--- config.mk ---
export PLATFORM = sky130hd
export DESIGN_NAME = asb_host
export DESIGN_NICKNAME = d
export VERILOG_FILES = /design/src/shared/asb_pkg.sv /design/src/shared/asb_tmr_if.sv /design/src/logic/asb_host.sv /design/src/logic/asb_timer.sv
export SDC_FILE = /design/constraint.sdc
export NUM_CORES = 1
export LEC_CHECK = 0
export ABC_AREA = 1
export BUFFER_PORTS_ARGS = -buffer_cell sky130_fd_sc_hd__buf_2
export CAP_MARGIN = 20
export CORE_ASPECT_RATIO = 2
export CORE_MARGIN = 2
export CORE_UTILIZATION = 43
export CTS_BUF_LIST = sky130_fd_sc_hd__clkbuf_16
export DETAILED_ROUTE_END_ITERATION = 16
export PLACE_DENSITY = 0.87
export SLEW_MARGIN = 25
export SYNTH_ARGS = -nofsm -noshare
export SYNTH_HDL_FRONTEND = slang
export SYNTH_HIERARCHICAL = 1
export SYNTH_SLANG_ARGS = --single-unit
--- constraint.sdc ---
create_clock -name clk_sys_i -period 2.1 [get_ports clk_sys_i]
set_clock_uncertainty 0.15 [all_clocks]
set_input_delay 0.105 -clock clk_sys_i [delete_from_list [all_inputs] [get_ports clk_sys_i]]
set_output_delay 0.105 -clock clk_sys_i [all_outputs]
set_load 0.01 [all_outputs]
--- src/shared/asb_pkg.sv ---
// Package for the host-side controller of a 16-bit asynchronous static memory.
// Assumes one 20 MHz system clock; memory pins are driven from flip-flops.
package asb_pkg;

  // ----------------------------------------------------------------
  // Widths
  // ----------------------------------------------------------------
  localparam int ASB_ADDR_W = 20;
  localparam int ASB_DATA_W = 16;
  localparam int ASB_BYTE_W = 8;
  localparam int ASB_BE_W   = 2;
  localparam int ASB_LO_LANE = 0;
  localparam int ASB_HI_LANE = 1;

  // ----------------------------------------------------------------
  // Timing
  // ----------------------------------------------------------------
  localparam int ASB_CLK_PERIOD_NS = 50;
  // Access phase and write-data hold, in ns
  localparam int ASB_ACCESS_NS     = 100;
  localparam int ASB_HOLD_NS       = 50;
  localparam int ASB_ACCESS_CYC =
    (ASB_ACCESS_NS + ASB_CLK_PERIOD_NS - 1) / ASB_CLK_PERIOD_NS;
  localparam int ASB_HOLD_CYC =
    (ASB_HOLD_NS + ASB_CLK_PERIOD_NS - 1) / ASB_CLK_PERIOD_NS;
  localparam int ASB_CNT_W = 4;

  // ----------------------------------------------------------------
  // Reset values of the memory pins (all deselected)
  // ----------------------------------------------------------------
  localparam logic [1:0] ASB_LANES_OFF = 2'h3;
  localparam logic [15:0] ASB_DATA_RST = 16'h0000;
  localparam logic [19:0] ASB_ADDR_RST = 20'h0_0000;

  typedef enum logic [2:0] {
    ASB_IDLE,
    ASB_SETUP,
    ASB_ACCESS,
    ASB_HOLD,
    ASB_DONE
  } asb_state_type;

endpackage : asb_pkg

--- src/shared/asb_tmr_if.sv ---
// Interface between the sequencer and its phase timer.
// Assumes both ends run on the same clock.
`timescale 1ns/10ps
`default_nettype none
interface asb_tmr_if;
  import asb_pkg::*;
  logic                 load;
  logic [ASB_CNT_W-1:0] count;
  logic                 expired;
  modport seq (output load, output count, input expired);
  modport tmr (input load, input count, output expired);
endinterface : asb_tmr_if
`default_nettype wire

--- src/logic/asb_host.sv ---
// Host controller for a 16-bit asynchronous static memory with lane selects.
// Assumes requests are synchronous to clk_sys_i; the bench resolves the
// shared data bus from the two output enables.
`timescale 1ns/10ps
`default_nettype none
// Function
// RULE_01: Write starts when strobe, selects, lane all active
// RULE_02: Write ends when any qualifier goes inactive
// RULE_03: Host holds data around write-ending edge
// RULE_04: Output gate high keeps memory pins undriven
// RULE_05: Joint deselect with strobe high stays undriven
// RULE_06: Host never drives while memory drives
// RULE_07: Write strobe stays high during reads
// RULE_08: Address valid before selects go active
// RULE_09: Read data follows address while selected
// RULE_10: Both lanes low reads full word
// RULE_11: Lower lane only reads low byte
// RULE_12: Upper lane only reads high byte
// RULE_13: Both lanes low writes full word
// RULE_14: Lower lane only writes low byte
// RULE_15: Upper lane only writes high byte
// RULE_16: Output gate high means no drive
// RULE_17: Chip select inactive means deselect, standby
// RULE_18: Both lanes high also deselects
// RULE_19: One word per access, data retained
// RULE_20: Host drivers off except during writes
module asb_host
  import asb_pkg::*;
(
  input  wire logic                  clk_sys_i,
  input  wire logic                  rst_i,
  input  wire logic                  ce_i,
  // User request side
  input  wire logic                  req_valid_i,
  input  wire logic                  req_write_i,
  input  wire logic [ASB_ADDR_W-1:0] req_addr_i,
  input  wire logic [ASB_BE_W-1:0]   req_be_i,
  input  wire logic [ASB_DATA_W-1:0] req_wdata_i,
  output logic                       req_ready_o,
  output logic                       rsp_valid_o,
  output logic [ASB_DATA_W-1:0]      rsp_rdata_o,
  // Memory pins
  output logic [ASB_ADDR_W-1:0]      mem_addr_o,
  output logic                       mem_sel_n_o,
  output logic                       mem_sel_o,
  output logic                       mem_write_n_o,
  output logic                       mem_out_gate_n_o,
  output logic                       upper_lane_select_n_o,
  output logic                       lower_lane_select_n_o,
  input  wire logic [ASB_DATA_W-1:0] mem_data_i,
  output logic [ASB_DATA_W-1:0]      mem_data_o,
  output logic                       mem_data_oe_o
);

  // ----------------------------------------------------------------
  // Lane helpers
  // ----------------------------------------------------------------
  // Lane selects are active low; an empty byte mask would deselect.
  function automatic logic [1:0] lane_n(input logic [1:0] be);
    lane_n = ~be;
  endfunction

  // Keep only the enabled byte lanes of a captured word.
  function automatic logic [15:0] lane_mask(input logic [1:0] be,
                                            input logic [15:0] d);
    lane_mask = {be[ASB_HI_LANE] ? d[15:8] : 8'h00,
                 be[ASB_LO_LANE] ? d[7:0]  : 8'h00};
  endfunction

  asb_tmr_if tmr ();

  asb_timer u_timer
  (
    .clk_sys_i (clk_sys_i),
    .rst_i     (rst_i),
    .ce_i      (ce_i),
    .tmr       (tmr.tmr)
  );

  // ----------------------------------------------------------------
  // State
  // ----------------------------------------------------------------
  asb_state_type             state;
  asb_state_type             next_state;
  logic                      wr;
  logic                      next_wr;
  logic [ASB_BE_W-1:0]       be;
  logic [ASB_BE_W-1:0]       next_be;
  logic [ASB_ADDR_W-1:0]     next_addr;
  logic                      next_sel_n;
  logic                      next_sel;
  logic                      next_write_n;
  logic                      next_gate_n;
  logic [1:0]                next_lanes_n;
  logic [1:0]                lanes_n;
  logic [ASB_DATA_W-1:0]     next_wdata;
  logic                      next_oe;
  logic                      next_ready;
  logic                      next_rsp_valid;
  logic [ASB_DATA_W-1:0]     next_rdata;

  always_comb
  begin
    next_state     = state;
    next_wr        = wr;
    next_be        = be;
    next_addr      = mem_addr_o;
    next_sel_n     = mem_sel_n_o;
    next_sel       = mem_sel_o;
    next_write_n   = mem_write_n_o;
    next_gate_n    = mem_out_gate_n_o;
    next_lanes_n   = lanes_n;
    next_wdata     = mem_data_o;
    next_oe        = mem_data_oe_o;
    next_ready     = req_ready_o;
    next_rsp_valid = 1'b0;
    next_rdata     = rsp_rdata_o;
    tmr.load       = 1'b0;
    tmr.count      = '0;
    unique case (state)
      ASB_IDLE:
      begin
        // Empty byte mask would be a deselect, so it is refused
        if (req_valid_i && req_ready_o && (req_be_i != '0))
        begin
          // Address first, selects one cycle later
          next_addr  = req_addr_i; // RULE_08 RULE_19
          next_wr    = req_write_i;
          next_be    = req_be_i;
          next_wdata = req_wdata_i;
          next_ready = 1'b0;
          next_state = ASB_SETUP;
        end
      end
      ASB_SETUP:
      begin
        next_sel_n   = 1'b0;
        next_sel     = 1'b1;
        next_lanes_n = lane_n(be); // RULE_10 RULE_11 RULE_12 RULE_18
        if (wr)
        begin
          // Gate kept high so the memory cannot drive before the strobe
          next_gate_n  = 1'b1; // RULE_04 RULE_06
          next_write_n = 1'b0; // RULE_01 RULE_13 RULE_14 RULE_15
          next_oe      = 1'b1; // RULE_20
        end
        else
        begin
          next_gate_n  = 1'b0;
          next_write_n = 1'b1; // RULE_07
          next_oe      = 1'b0; // RULE_06 RULE_20
        end
        tmr.load  = 1'b1;
        tmr.count = ASB_CNT_W'(ASB_ACCESS_CYC);
        next_state = ASB_ACCESS;
      end
      ASB_ACCESS:
      begin
        if (tmr.expired)
        begin
          if (wr)
          begin
            // Strobe ends the write; data held past that edge
            next_write_n = 1'b1; // RULE_02 RULE_03
            tmr.load     = 1'b1;
            tmr.count    = ASB_CNT_W'(ASB_HOLD_CYC);
            next_state   = ASB_HOLD;
          end
          else
          begin
            // Sample late so output has settled on the new address
            next_rdata = lane_mask(be, mem_data_i); // RULE_09 RULE_11 RULE_12
            next_rsp_valid = 1'b1;
            next_gate_n    = 1'b1; // RULE_16
            next_state     = ASB_HOLD;
          end
        end
      end
      ASB_HOLD:
      begin
        if (wr ? tmr.expired : 1'b1)
        begin
          // Selects released together, strobe already high
          next_sel_n   = 1'b1; // RULE_05 RULE_17
          next_sel     = 1'b0;
          next_lanes_n = ASB_LANES_OFF;
          next_oe      = 1'b0; // RULE_03 RULE_20
          next_state   = ASB_DONE;
        end
      end
      ASB_DONE:
      begin
        // One idle cycle so bus turnaround never overlaps
        next_ready = 1'b1; // RULE_06
        next_state = ASB_IDLE;
      end
    endcase
  end

  always_ff @(posedge clk_sys_i)
  begin
    if (rst_i)
    begin
      state            <= ASB_IDLE;
      wr               <= 1'b0;
      be               <= '0;
      mem_addr_o       <= ASB_ADDR_RST;
      mem_sel_n_o      <= 1'b1;
      mem_sel_o        <= 1'b0;
      mem_write_n_o    <= 1'b1;
      mem_out_gate_n_o <= 1'b1;
      lanes_n          <= ASB_LANES_OFF;
      mem_data_o       <= ASB_DATA_RST;
      mem_data_oe_o    <= 1'b0;
      req_ready_o      <= 1'b1;
      rsp_valid_o      <= 1'b0;
      rsp_rdata_o      <= ASB_DATA_RST;
    end
    else if (ce_i)
    begin
      state            <= next_state;
      wr               <= next_wr;
      be               <= next_be;
      mem_addr_o       <= next_addr;
      mem_sel_n_o      <= next_sel_n;
      mem_sel_o        <= next_sel;
      mem_write_n_o    <= next_write_n;
      mem_out_gate_n_o <= next_gate_n;
      lanes_n          <= next_lanes_n;
      mem_data_o       <= next_wdata;
      mem_data_oe_o    <= next_oe;
      req_ready_o      <= next_ready;
      rsp_valid_o      <= next_rsp_valid;
      rsp_rdata_o      <= next_rdata;
    end
  end

  // Lane pins are separate flops for the direct-from-register output
  always_ff @(posedge clk_sys_i)
  begin
    if (rst_i)
    begin
      upper_lane_select_n_o <= 1'b1;
      lower_lane_select_n_o <= 1'b1;
    end
    else if (ce_i)
    begin
      upper_lane_select_n_o <= next_lanes_n[ASB_HI_LANE];
      lower_lane_select_n_o <= next_lanes_n[ASB_LO_LANE];
    end
  end

endmodule : asb_host
`default_nettype wire

--- src/logic/asb_timer.sv ---
// Phase timer: loads a cycle count and flags when it has run out.
// Assumes clock enable and reset shared with the sequencer.
`timescale 1ns/10ps
`default_nettype none
module asb_timer
  import asb_pkg::*;
(
  input  wire logic clk_sys_i,
  input  wire logic rst_i,
  input  wire logic ce_i,
  asb_tmr_if.tmr    tmr
);

  logic [ASB_CNT_W-1:0] cnt;
  logic [ASB_CNT_W-1:0] next_cnt;

  always_comb
  begin
    next_cnt = cnt;
    if (tmr.load)
      next_cnt = tmr.count;
    else if (cnt != '0)
      next_cnt = cnt - 1'b1;
  end

  always_ff @(posedge clk_sys_i)
  begin
    if (rst_i)
      cnt <= '0;
    else if (ce_i)
      cnt <= next_cnt;
  end

  // Independent of load: the sequencer reloads on expiry, so gating with
  // load would close a zero-delay loop through the sequencer's decode
  assign tmr.expired = (cnt == '0);

endmodule : asb_timer
`default_nettype wire

# == Yosys cells after proc, flatten, opt, wreduce, memory -nomap -nowiden ==
# Index checks and enable logic that the tools add are counted.
# totals
ff_bits,73
latchBits,0
ram_bits,0
mem_bits_ro,0
inputBits,59
out_inout_bits,61
word_cells,80
n_memories,0
# classes
add_sub_neg,1
mul,0
div_mod_pow,0
n_lt_le_gt_ge,0
n_eq_ne,9
shifts,0
n_mux,33
bitwise_logic,2
n_reduce_logical,18
# ops
op,count
8-bit two-way mux,2
4-bit AND reduction,4
1-bit two-way mux,15
3-bit case mux with 5 select lines,1
1-bit case mux with 2 select lines,7
"2-bit inequality test, second input constant",5
2-bit nonzero test,5
3-bit two-way mux,3
3-bit AND reduction,3
4-bit two-way mux,2
2-bit case mux with 2 select lines,2
"3-bit by 2-bit equality test with 1-bit output, second input constant",2
4-bit logical NOT,1
4-bit nonzero test,1
"4-bit by 1-bit subtractor with 4-bit output, second input constant",1
"3-bit by 1-bit equality test with 1-bit output, second input constant",1
"3-bit equality test, second input constant",1
3-bit logical NOT,1
1-bit logical AND,2
2-bit two-way mux,1
2-bit NOT,1
2-bit AND reduction,1
1-bit NOT,1

# == Logic depth before layout (Yosys ltp) ==
# Gate-level depths: netlist (run 1).
# depth
ltp_word,5
mapped_depth,12
depth_no_buf,12

# == Modules after synthesis ==
# Netlist (run 1), hierarchy kept.
# modules_own_cells
module,n_inst,cells_per_inst,area_per_inst_um2,seq_area_each_um2
asb_host,1,355,2737.6,1341.3
asb_timer,1,43,269.0,80.1

# == Least setup slack after synthesis (run 1) ==
# Ideal clock, no wire load.
# synth_timing
path_type,register to register
start,reg u_timer.cnt[0]
end,reg u_timer.cnt[0]
setup_ps,119
arrival_time_ps,1835
required_time_ps,1831
setup_slack_ps,-5
stages_incl_launch_ff,12
n_path_buf,0
period_less_slack_ps,2105
cell_sequence,dfxtp_1 -> inv_1 -> ha_1 -> inv_1 -> nor3_1 -> inv_1 -> o21ai_0 -> inv_2 -> nand3_2 -> nand2_4 -> o21ai_0 -> a21oi_1
# synth_via
elab_chain_cells,5
elab_cells_between_ends,11
cone_classes,add/sub (1); mux (6); reduce/logical (4)
# synth_rtl
item,line_no,text
"start, declared",asb_timer.sv:14,logic [ASB_CNT_W-1:0] cnt;
"start signal, assigned",asb_timer.sv:31,cnt <= next_cnt;
4-bit logical NOT (*),asb_timer.sv:36,assign tmr.expired = (cnt == '0);
named net tmr.expired,asb_tmr_if.sv:9,logic expired;
1-bit two-way mux (*),asb_host.sv:159,if (tmr.expired)
1-bit case mux with 2 select lines (*),asb_host.sv:120,unique case (state)
named net tmr.load,asb_tmr_if.sv:7,logic load;
2-bit nonzero test (no source line),--,
2-bit AND reduction (no source line),--,
# The timed path passes the listed nets; every way through them passes the cells marked *. The select of a mux whose other input is x is not followed.
# A chain may end at the register's enable or synchronous reset.

# == Worst setup path in the final report (run 1) ==
# layout_timing
start,reg u_timer.cnt[0]
end,reg u_timer.cnt[1]
# The elaborated chain is that of the path after synthesis.

==> summary.txt, run 1 <==
Worst setup path
  – Bufs and invs on worst path: 5
  – Worst Setup Start Kind: flip-flop
  – Critical path, cell by cell: inv_1 -> ha_4 -> inv_1 -> nor3_4 -> inv_1 -> o21ai_2 -> buf_4 -> inv_2 -> nand3_2 -> nand2_4 -> o21ai_1 -> a21oi_1
  – Crit path from: u_timer/cnt[0]$_SDFFE_PP0P_
  – Crit path top cell by count: inv_1
  – Critical Path AT: 1.96 ns
  – Worst path top cell family by delay: buffers and inverters
  – Worst R2R Start: u_timer/cnt[0]$_SDFFE_PP0P_
  – Worst Setup End Kind: flip-flop
  – Slowest stage delay, CP: 0.30 ns
  – Crit Path Max Fanout: 8
  – Critical-path cell with the highest stage delay: dfxtp_1
  – Critical path data required time: 2.16 ns
  – Worst Path Class, Setup: reg2reg

Power
  – Logic pwr share: 38.1%
  – Switching power total: 1.97 mW
  – Sequential share of power: 35.9%
  – Clock power share: 26.0%
  – Max IR drop VDD: 0.768 mV
  – Switching Share: 38.9%
  – PwrDens: 1130 nW/um^2
  – Pleak: 2.14 nW
  – Internal: 3.10 mW

Timing
  – Period utilization: 90.2%
  – Endpoints failing hold: 0
  – Setup TNS: 0 ns
  – Fmax: 528 MHz
  – Final setup vio count: 0
  – Final worst slack: 0.207 ns
  – Hold Slack: 0.0508 ns
  – Final min period: 1.89 ns
  – RSZ-0062 raised after global routing: no
  – Slew HR: 58.1%
  – Final Max Slew Viols: 0
  – Worst-Margin Slew: 0.627 ns

Cells and area
  – Final core utilization: 65.8%
  – Layout Nets: 629
  – Area Growth Syn to Fin: 49.4%
  – Ant. Diodes: 0
  – Share of layout cells above drive strength 1: 27.9%
  – Design area: 4490 um^2

Yosys
  – Cells after synthesis: 398
  – Commonest cells in the netlist: dfxtp_1 (71), nand2_1 (60), nor2_1 (54)
  – Syn_area_per_cell: 7.55 um^2
  – Warnings from Yosys: 6
  – Top post-synthesis cells by area: dfxtp_1 (47%), nand2_1 (7.5%), nor2_1 (6.7%), nor3_1 (6.7%), o21ai_0 (6.5%)
  – Top_reg_cell synth: dfxtp_1
  – Post-synth EDFFs: 0
  – Synth unique cells: 28
  – Synth top area share: 47.3%
  – FF+latch count, synth: 71
  – Asr flop ratio synth: 0%
  – Top-count cell post-synth: dfxtp_1
  – Seq/Total Area, Yosys: 47.3%
  – Cell taking the most area after synthesis: dfxtp_1
  – Post-synthesis cell area: 3010 um^2

Drt
  – ANT nets after route: 0
  – Via Count: 3376
  – DRT Pass-1 Iters: 4
  – Post-Route WL: 9.09 mm
  – Drt drc: 0
  – Routed wire per std cell: 13.7 um
  – Starting DRT DRC Count: 124
  – Drt via density: 5.08

CTS
  – CTS tree: done
  – Setup Buffers After CTS: 0
  – Max Buffers Root-to-Sink: 2
  – Clock transition at path regs: 0.05 ns
  – Clock sink count: 71
  – H-tree lvl count: 3
  – Clk Latency, worst-skew pair: 0.32 ns
  – CTS root buf: clkbuf_16
  – TritonCTS Buffers: 9

Floorplanning
  – Starting density of the core: 44.0%
  – Die ar.: 7720 um^2
  – IO Pins: 120
  – Die Wd: 63.1 um
  – Core box area: 6830 um^2
  – Floorplan die height: 122 um
  – Num rows: 43

Placement
  – Port Buffers: 119
  – Area after DPL: 3650 um^2
  – Post-DP HPWL: 5.00 mm
  – GPL Wtd Cong: 0.820
  – Place WS: 0.0478 ns

Status
  – Status: complete, no violations

Global route
  – Initial antenna violation count: 0
  – Total Routing Usage GR: 24.0%
  – First-pass GRT wire length: 14.6 mm
  – Grt total ovfl: 0
  – Largest net degree at the start of global routing: 28
  – Vias in the first global route: 3101

Run
  – Max-cap violations: 0

Hold path
  – Hold Crit Class: in2reg
  – Hold path start: rst_i
timing repair:
| item | in CTS | in global routing |
|---|---|---|
| gates resized for setup | 1 | 6 |
| endpoints found under the hold margin | 56 | 0 |
| setup endpoints to repair | 1 | 8 |
| hold buffers | 56 | 0 |
| pin swaps | 0 | 1 |
per-layer routing:
layer,wire length (um),track usage (%),vias up
met1,3540,27.8,1528
met2,4610,40.8,171
met5,0,0,-
met3,684,6.32,26
li1,-,-,1651
met4,255,11.1,0
path summary, 6_finish.rpt:
path	end	slack (ns)	cells after the start
worst min-delay path	u_timer/cnt[3]$_SDFFE_PP0P_	0.05	3
worst min register to register	mem_data_oe_o$_SDFFE_PP0P_	0.31	2
worst max-delay path	u_timer/cnt[1]$_SDFFE_PP0P_	0.21	12
worst max register to register	u_timer/cnt[1]$_SDFFE_PP0P_	0.21	12
kinds of logic (layout without fill, tap and decap cells):
kind of cell	Yosys count	count (layout)	share of synthesized area, %
fa+ha+maj	1	1	0.416
buf+inv	50	225	8.24
flops	71	71	47.3
simple gates	198	198	30.8
other cells	1	2	0.125
compound gates	77	77	13.2
power groups by stage:
stage	registers (mW)	clock network (mW)	logic (mW)
after floorplan	1.86	0	1.24
after global placement	1.82	0	1.73
after detailed placement	1.82	0	1.77
after CTS	1.81	1.33	1.87
after global routing	1.85	1.39	2.17
final	1.82	1.32	1.93
cell usage in the layout (no fill, tap or decap), drive strengths merged, types with 4 or more instances in the layout:
master and count:
nand2 64, o21ai 49, nor3 40, dlygate4sd3 56, a21oi 25, nand3 32, clkbuf 9, nor2 61
inv 27, clkinv 4, buf 128, dfxtp 71
metrics by stage:
| stage | power (mW) | instances |
|---|---|---|
| final | 5.07 | 664 |
| after global routing | 5.41 | 664 |
| after CTS | 5.00 | 664 |
| after detailed placement | 3.59 | 592 |
| after global placement | 3.55 | 592 |
| after floorplan | 3.11 | 399 |
layout make-up:
type | count | area, um^2
clock buffer | 9 | 225
timing repair buffer | 184 | 1240
tap | 90 | 113
multi-input combinational | 278 | 1370
clock inverter | 7 | 32.5
sequential | 71 | 1420
fill | 552 | 2340
inverter | 25 | 96.3
registers in the layout (all words and copies together), names as in the netlist, named ones only:
name,cells
mem_write_n_o,1
u_timer/cnt,4
mem_data_oe_o,1
mem_sel_n_o,1
mem_addr_o,20
wr,1
be,2
req_ready_o,1
rsp_valid_o,1
rsp_rdata_o,16
mem_sel_o,1
mem_data_o,16
mem_out_gate_n_o,1
state,3
worst min-delay path, cell delays in order:
cell and delay (ns):
buf_2 0.09, buf_4 0.24, a21oi_2 0.04
(Power assumes the default switching activity.)
==> run 2: changes to the inputs <==
GPL_TIMING_DRIVEN = 0   (was not set)
MAX_ROUTING_LAYER = met4   (was not set)
==> run 2 against run 1 <==
Total power grew 6.7%. Wire length grew 2.6%. Via count shrank 0.18%. Clock power grew 23%. Setup slack lost 0.053 ns. Sequential share of layout area shrank 0.97 points. First-iteration DRC count shrank 7.3%. Critical endpoint is now u_timer/cnt[0]$_SDFFE_PP0P_. Highest routed layer unchanged.
==> summary.txt, run 2 (same netlist as run 1, synthesis figures left out) <==
Status
  – Status: complete, no violations

Hold path
  – Hold Crit Class: reg2reg
  – Hold Path Cell Cnt: 2 (-1)
  – Worst Hold Path EP: mem_data_oe_o$_SDFFE_PP0P_
  – Hold path start: mem_data_oe_o$_SDFFE_PP0P_

Global route
  – Initial antenna violation count: 0 (unchanged)
  – Largest net degree at the start of global routing: 14 (-50%)
  – Total Routing Usage GR: 25.7% (+1.8 points)
  – Vias in the first global route: 3307 (+6.6%)
  – First-pass GRT wire length: 15.1 mm (+3.5%)
  – Grt total ovfl: 0 (unchanged)

Placement
  – GPL Wtd Cong: 0.836 (+2.0%)
  – Area after DPL: 3720 um^2 (+2.0%)
  – Post-DP HPWL: 5.30 mm (+6.0%)
  – Port Buffers: 119 (unchanged)
  – Place WS: -0.170 ns (-0.218 ns)

Timing
  – Final Max Slew Viols: 0 (unchanged)
  – Hold Slack: 0.309 ns (+0.258 ns)
  – Period utilization: 92.7% (+2.5 points)
  – Fmax: 514 MHz (-2.7%)
  – Final worst slack: 0.153 ns (-0.0532 ns)
  – Final min period: 1.95 ns (+0.0532 ns)
  – Final setup vio count: 0 (unchanged)
  – Endpoints failing hold: 0 (unchanged)
  – RSZ-0062 raised after global routing: no
  – Setup TNS: 0 ns (unchanged)

Worst setup path
  – Critical path data required time: 2.16 ns (about the same)
  – R2R setup slack: 0.15 ns (-0.05 ns)
  – Worst R2R Start: u_timer/cnt[0]$_SDFFE_PP0P_
  – Critical Path AT: 2.01 ns (+0.05 ns)
  – R2R cell count: 11 (-1)
  – Worst Setup End Kind: flip-flop
  – Crit Path Max Fanout: 8 (unchanged)
  – Crit path from: u_timer/cnt[0]$_SDFFE_PP0P_
  – RR Endpoint: u_timer/cnt[0]$_SDFFE_PP0P_
  – Worst Setup Start Kind: flip-flop
  – Worst Path Class, Setup: reg2reg

Drt
  – Post-Route WL: 9.32 mm (+2.6%)
  – DRT Pass-1 Iters: 4 (unchanged)
  – Drt drc: 0 (unchanged)
  – Starting DRT DRC Count: 115 (-7.3%)
  – ANT nets after route: 0 (unchanged)
  – Via Count: 3370 (-0.18%)
  – Drt via density: 4.95 (-2.7%)
  – Routed wire per std cell: 13.7 um (about the same)

Floorplanning
  – Die ar.: 7720 um^2 (unchanged)
  – Core box area: 6830 um^2 (unchanged)
  – Num rows: 43 (unchanged)
  – IO Pins: 120 (unchanged)
  – Starting density of the core: 44.0% (unchanged)
  – Floorplan die height: 122 um (unchanged)
  – Die Wd: 63.1 um (unchanged)

Cells and area
  – # fillers: 564 (+2.2%)
  – Design area: 4640 um^2 (+3.2%)
  – Max reg flops: 20 (unchanged)
  – Commonest non-fill, non-tap cell in the layout: buf_2
  – Area Growth Syn to Fin: 54.2%
  – Biggest regs: mem_addr_o x20, mem_data_o x16, rsp_rdata_o x16
  – Layout Nets: 646 (+2.7%)
  – Most frequent cells in the layout: buf_2 (126), dfxtp_1 (71), nand2_1 (60)
  – Register with the most flip-flops: mem_addr_o
  – Ant. Diodes: 0 (unchanged)
  – Share of layout cells above drive strength 1: 28.8% (+0.89 points)

CTS
  – CTS tree: done
  – Max Buffers Root-to-Sink: 2 (unchanged)
  – TritonCTS Buffers: 9 (unchanged)
  – Clock transition at path regs: 0.06 ns (about the same)
  – Clock sink count: 71 (unchanged)
  – CTS root buf: clkbuf_16
  – Clk Latency, worst-skew pair: 0.33 ns (about the same)
  – H-tree lvl count: 3 (unchanged)

Power
  – Pleak: 2.19 nW (+2.7%)
  – Max IR drop VDD: 0.714 mV (-7.0%)
  – Final Total Pwr: 5.41 mW (+6.7%)
  – PwrDens: 1170 nW/um^2 (+3.4%)

Run
  – Max-cap violations: 0 (unchanged)
==> run 2: cell type report <==
cell class              count  area (um^2)  area share (%)
repair buffers            176         1170            25.2
flip-flops and latches     71         1420            30.7
multi-input cells         278         1370            29.5
well taps                  90          113            2.43
inverters                  25         96.3            2.08
clock buffers               9          225            4.86
plain buffers              25          151            3.27
clock inverters             7         96.3            2.08
==> run 2: through the flow <==
stage,std cells,utilization [%]
2_1_floorplan,399,-
3_3_place_gp,608,54.4
3_5_place_dp,608,54.4
4_1_cts,681,67.6
5_1_grt,681,67.8
6_report,681,67.8
==> run 2: worst max-delay path, cell delays in order (launching register included) <==
cell	delay [ns]
dfxtp_1	0.31
inv_1	0.11
ha_2	0.22
inv_1	0.08
nor3_4	0.19
inv_2	0.10
o21ai_4	0.21
inv_2	0.08
nand3_2	0.09
nand2_4	0.08
o21ai_0	0.15
a21oi_1	0.06
==> run 2: timing repair <==
action / in CTS / in global routing
resized for setup: 2 / 5
hold buffers: 57 / 0
buffers inserted: 0 / 0
endpoints found under the setup margin: 4 / 7
hold endpoints to repair: 59 / 0
==> run 2: metal layers <==
layer / global-route usage, % / share of wire, %
met1: 29.1 / 41
met2: 43.2 / 51
met3: 5.96 / 5.3
met4: 11.3 / 2.2
met5: - / 0
==> run 2: how the worst max path moves through the flow <==
stage,slack [ns],end,cells after the start
floorplan,0.13,u_timer/cnt[0]$_SDFFE_PP0P_,11
global placement,-0.17,u_timer/cnt[1]$_SDFFE_PP0P_,11
detailed placement,-0.17,u_timer/cnt[1]$_SDFFE_PP0P_,11
CTS,0.05,u_timer/cnt[0]$_SDFFE_PP0P_,11
global route,0.001,u_timer/cnt[1]$_SDFFE_PP0P_,11
finish,0.15,u_timer/cnt[0]$_SDFFE_PP0P_,11
==> run 2: power by group <==
part | switching (mW) | internal [mW] | total [mW]
Clock | 0.577 | 1.04 | 1.62
Sequential | 0.179 | 1.60 | 1.78
Combinational | 1.26 | 0.750 | 2.01
Total | 2.02 | 3.39 | 5.41
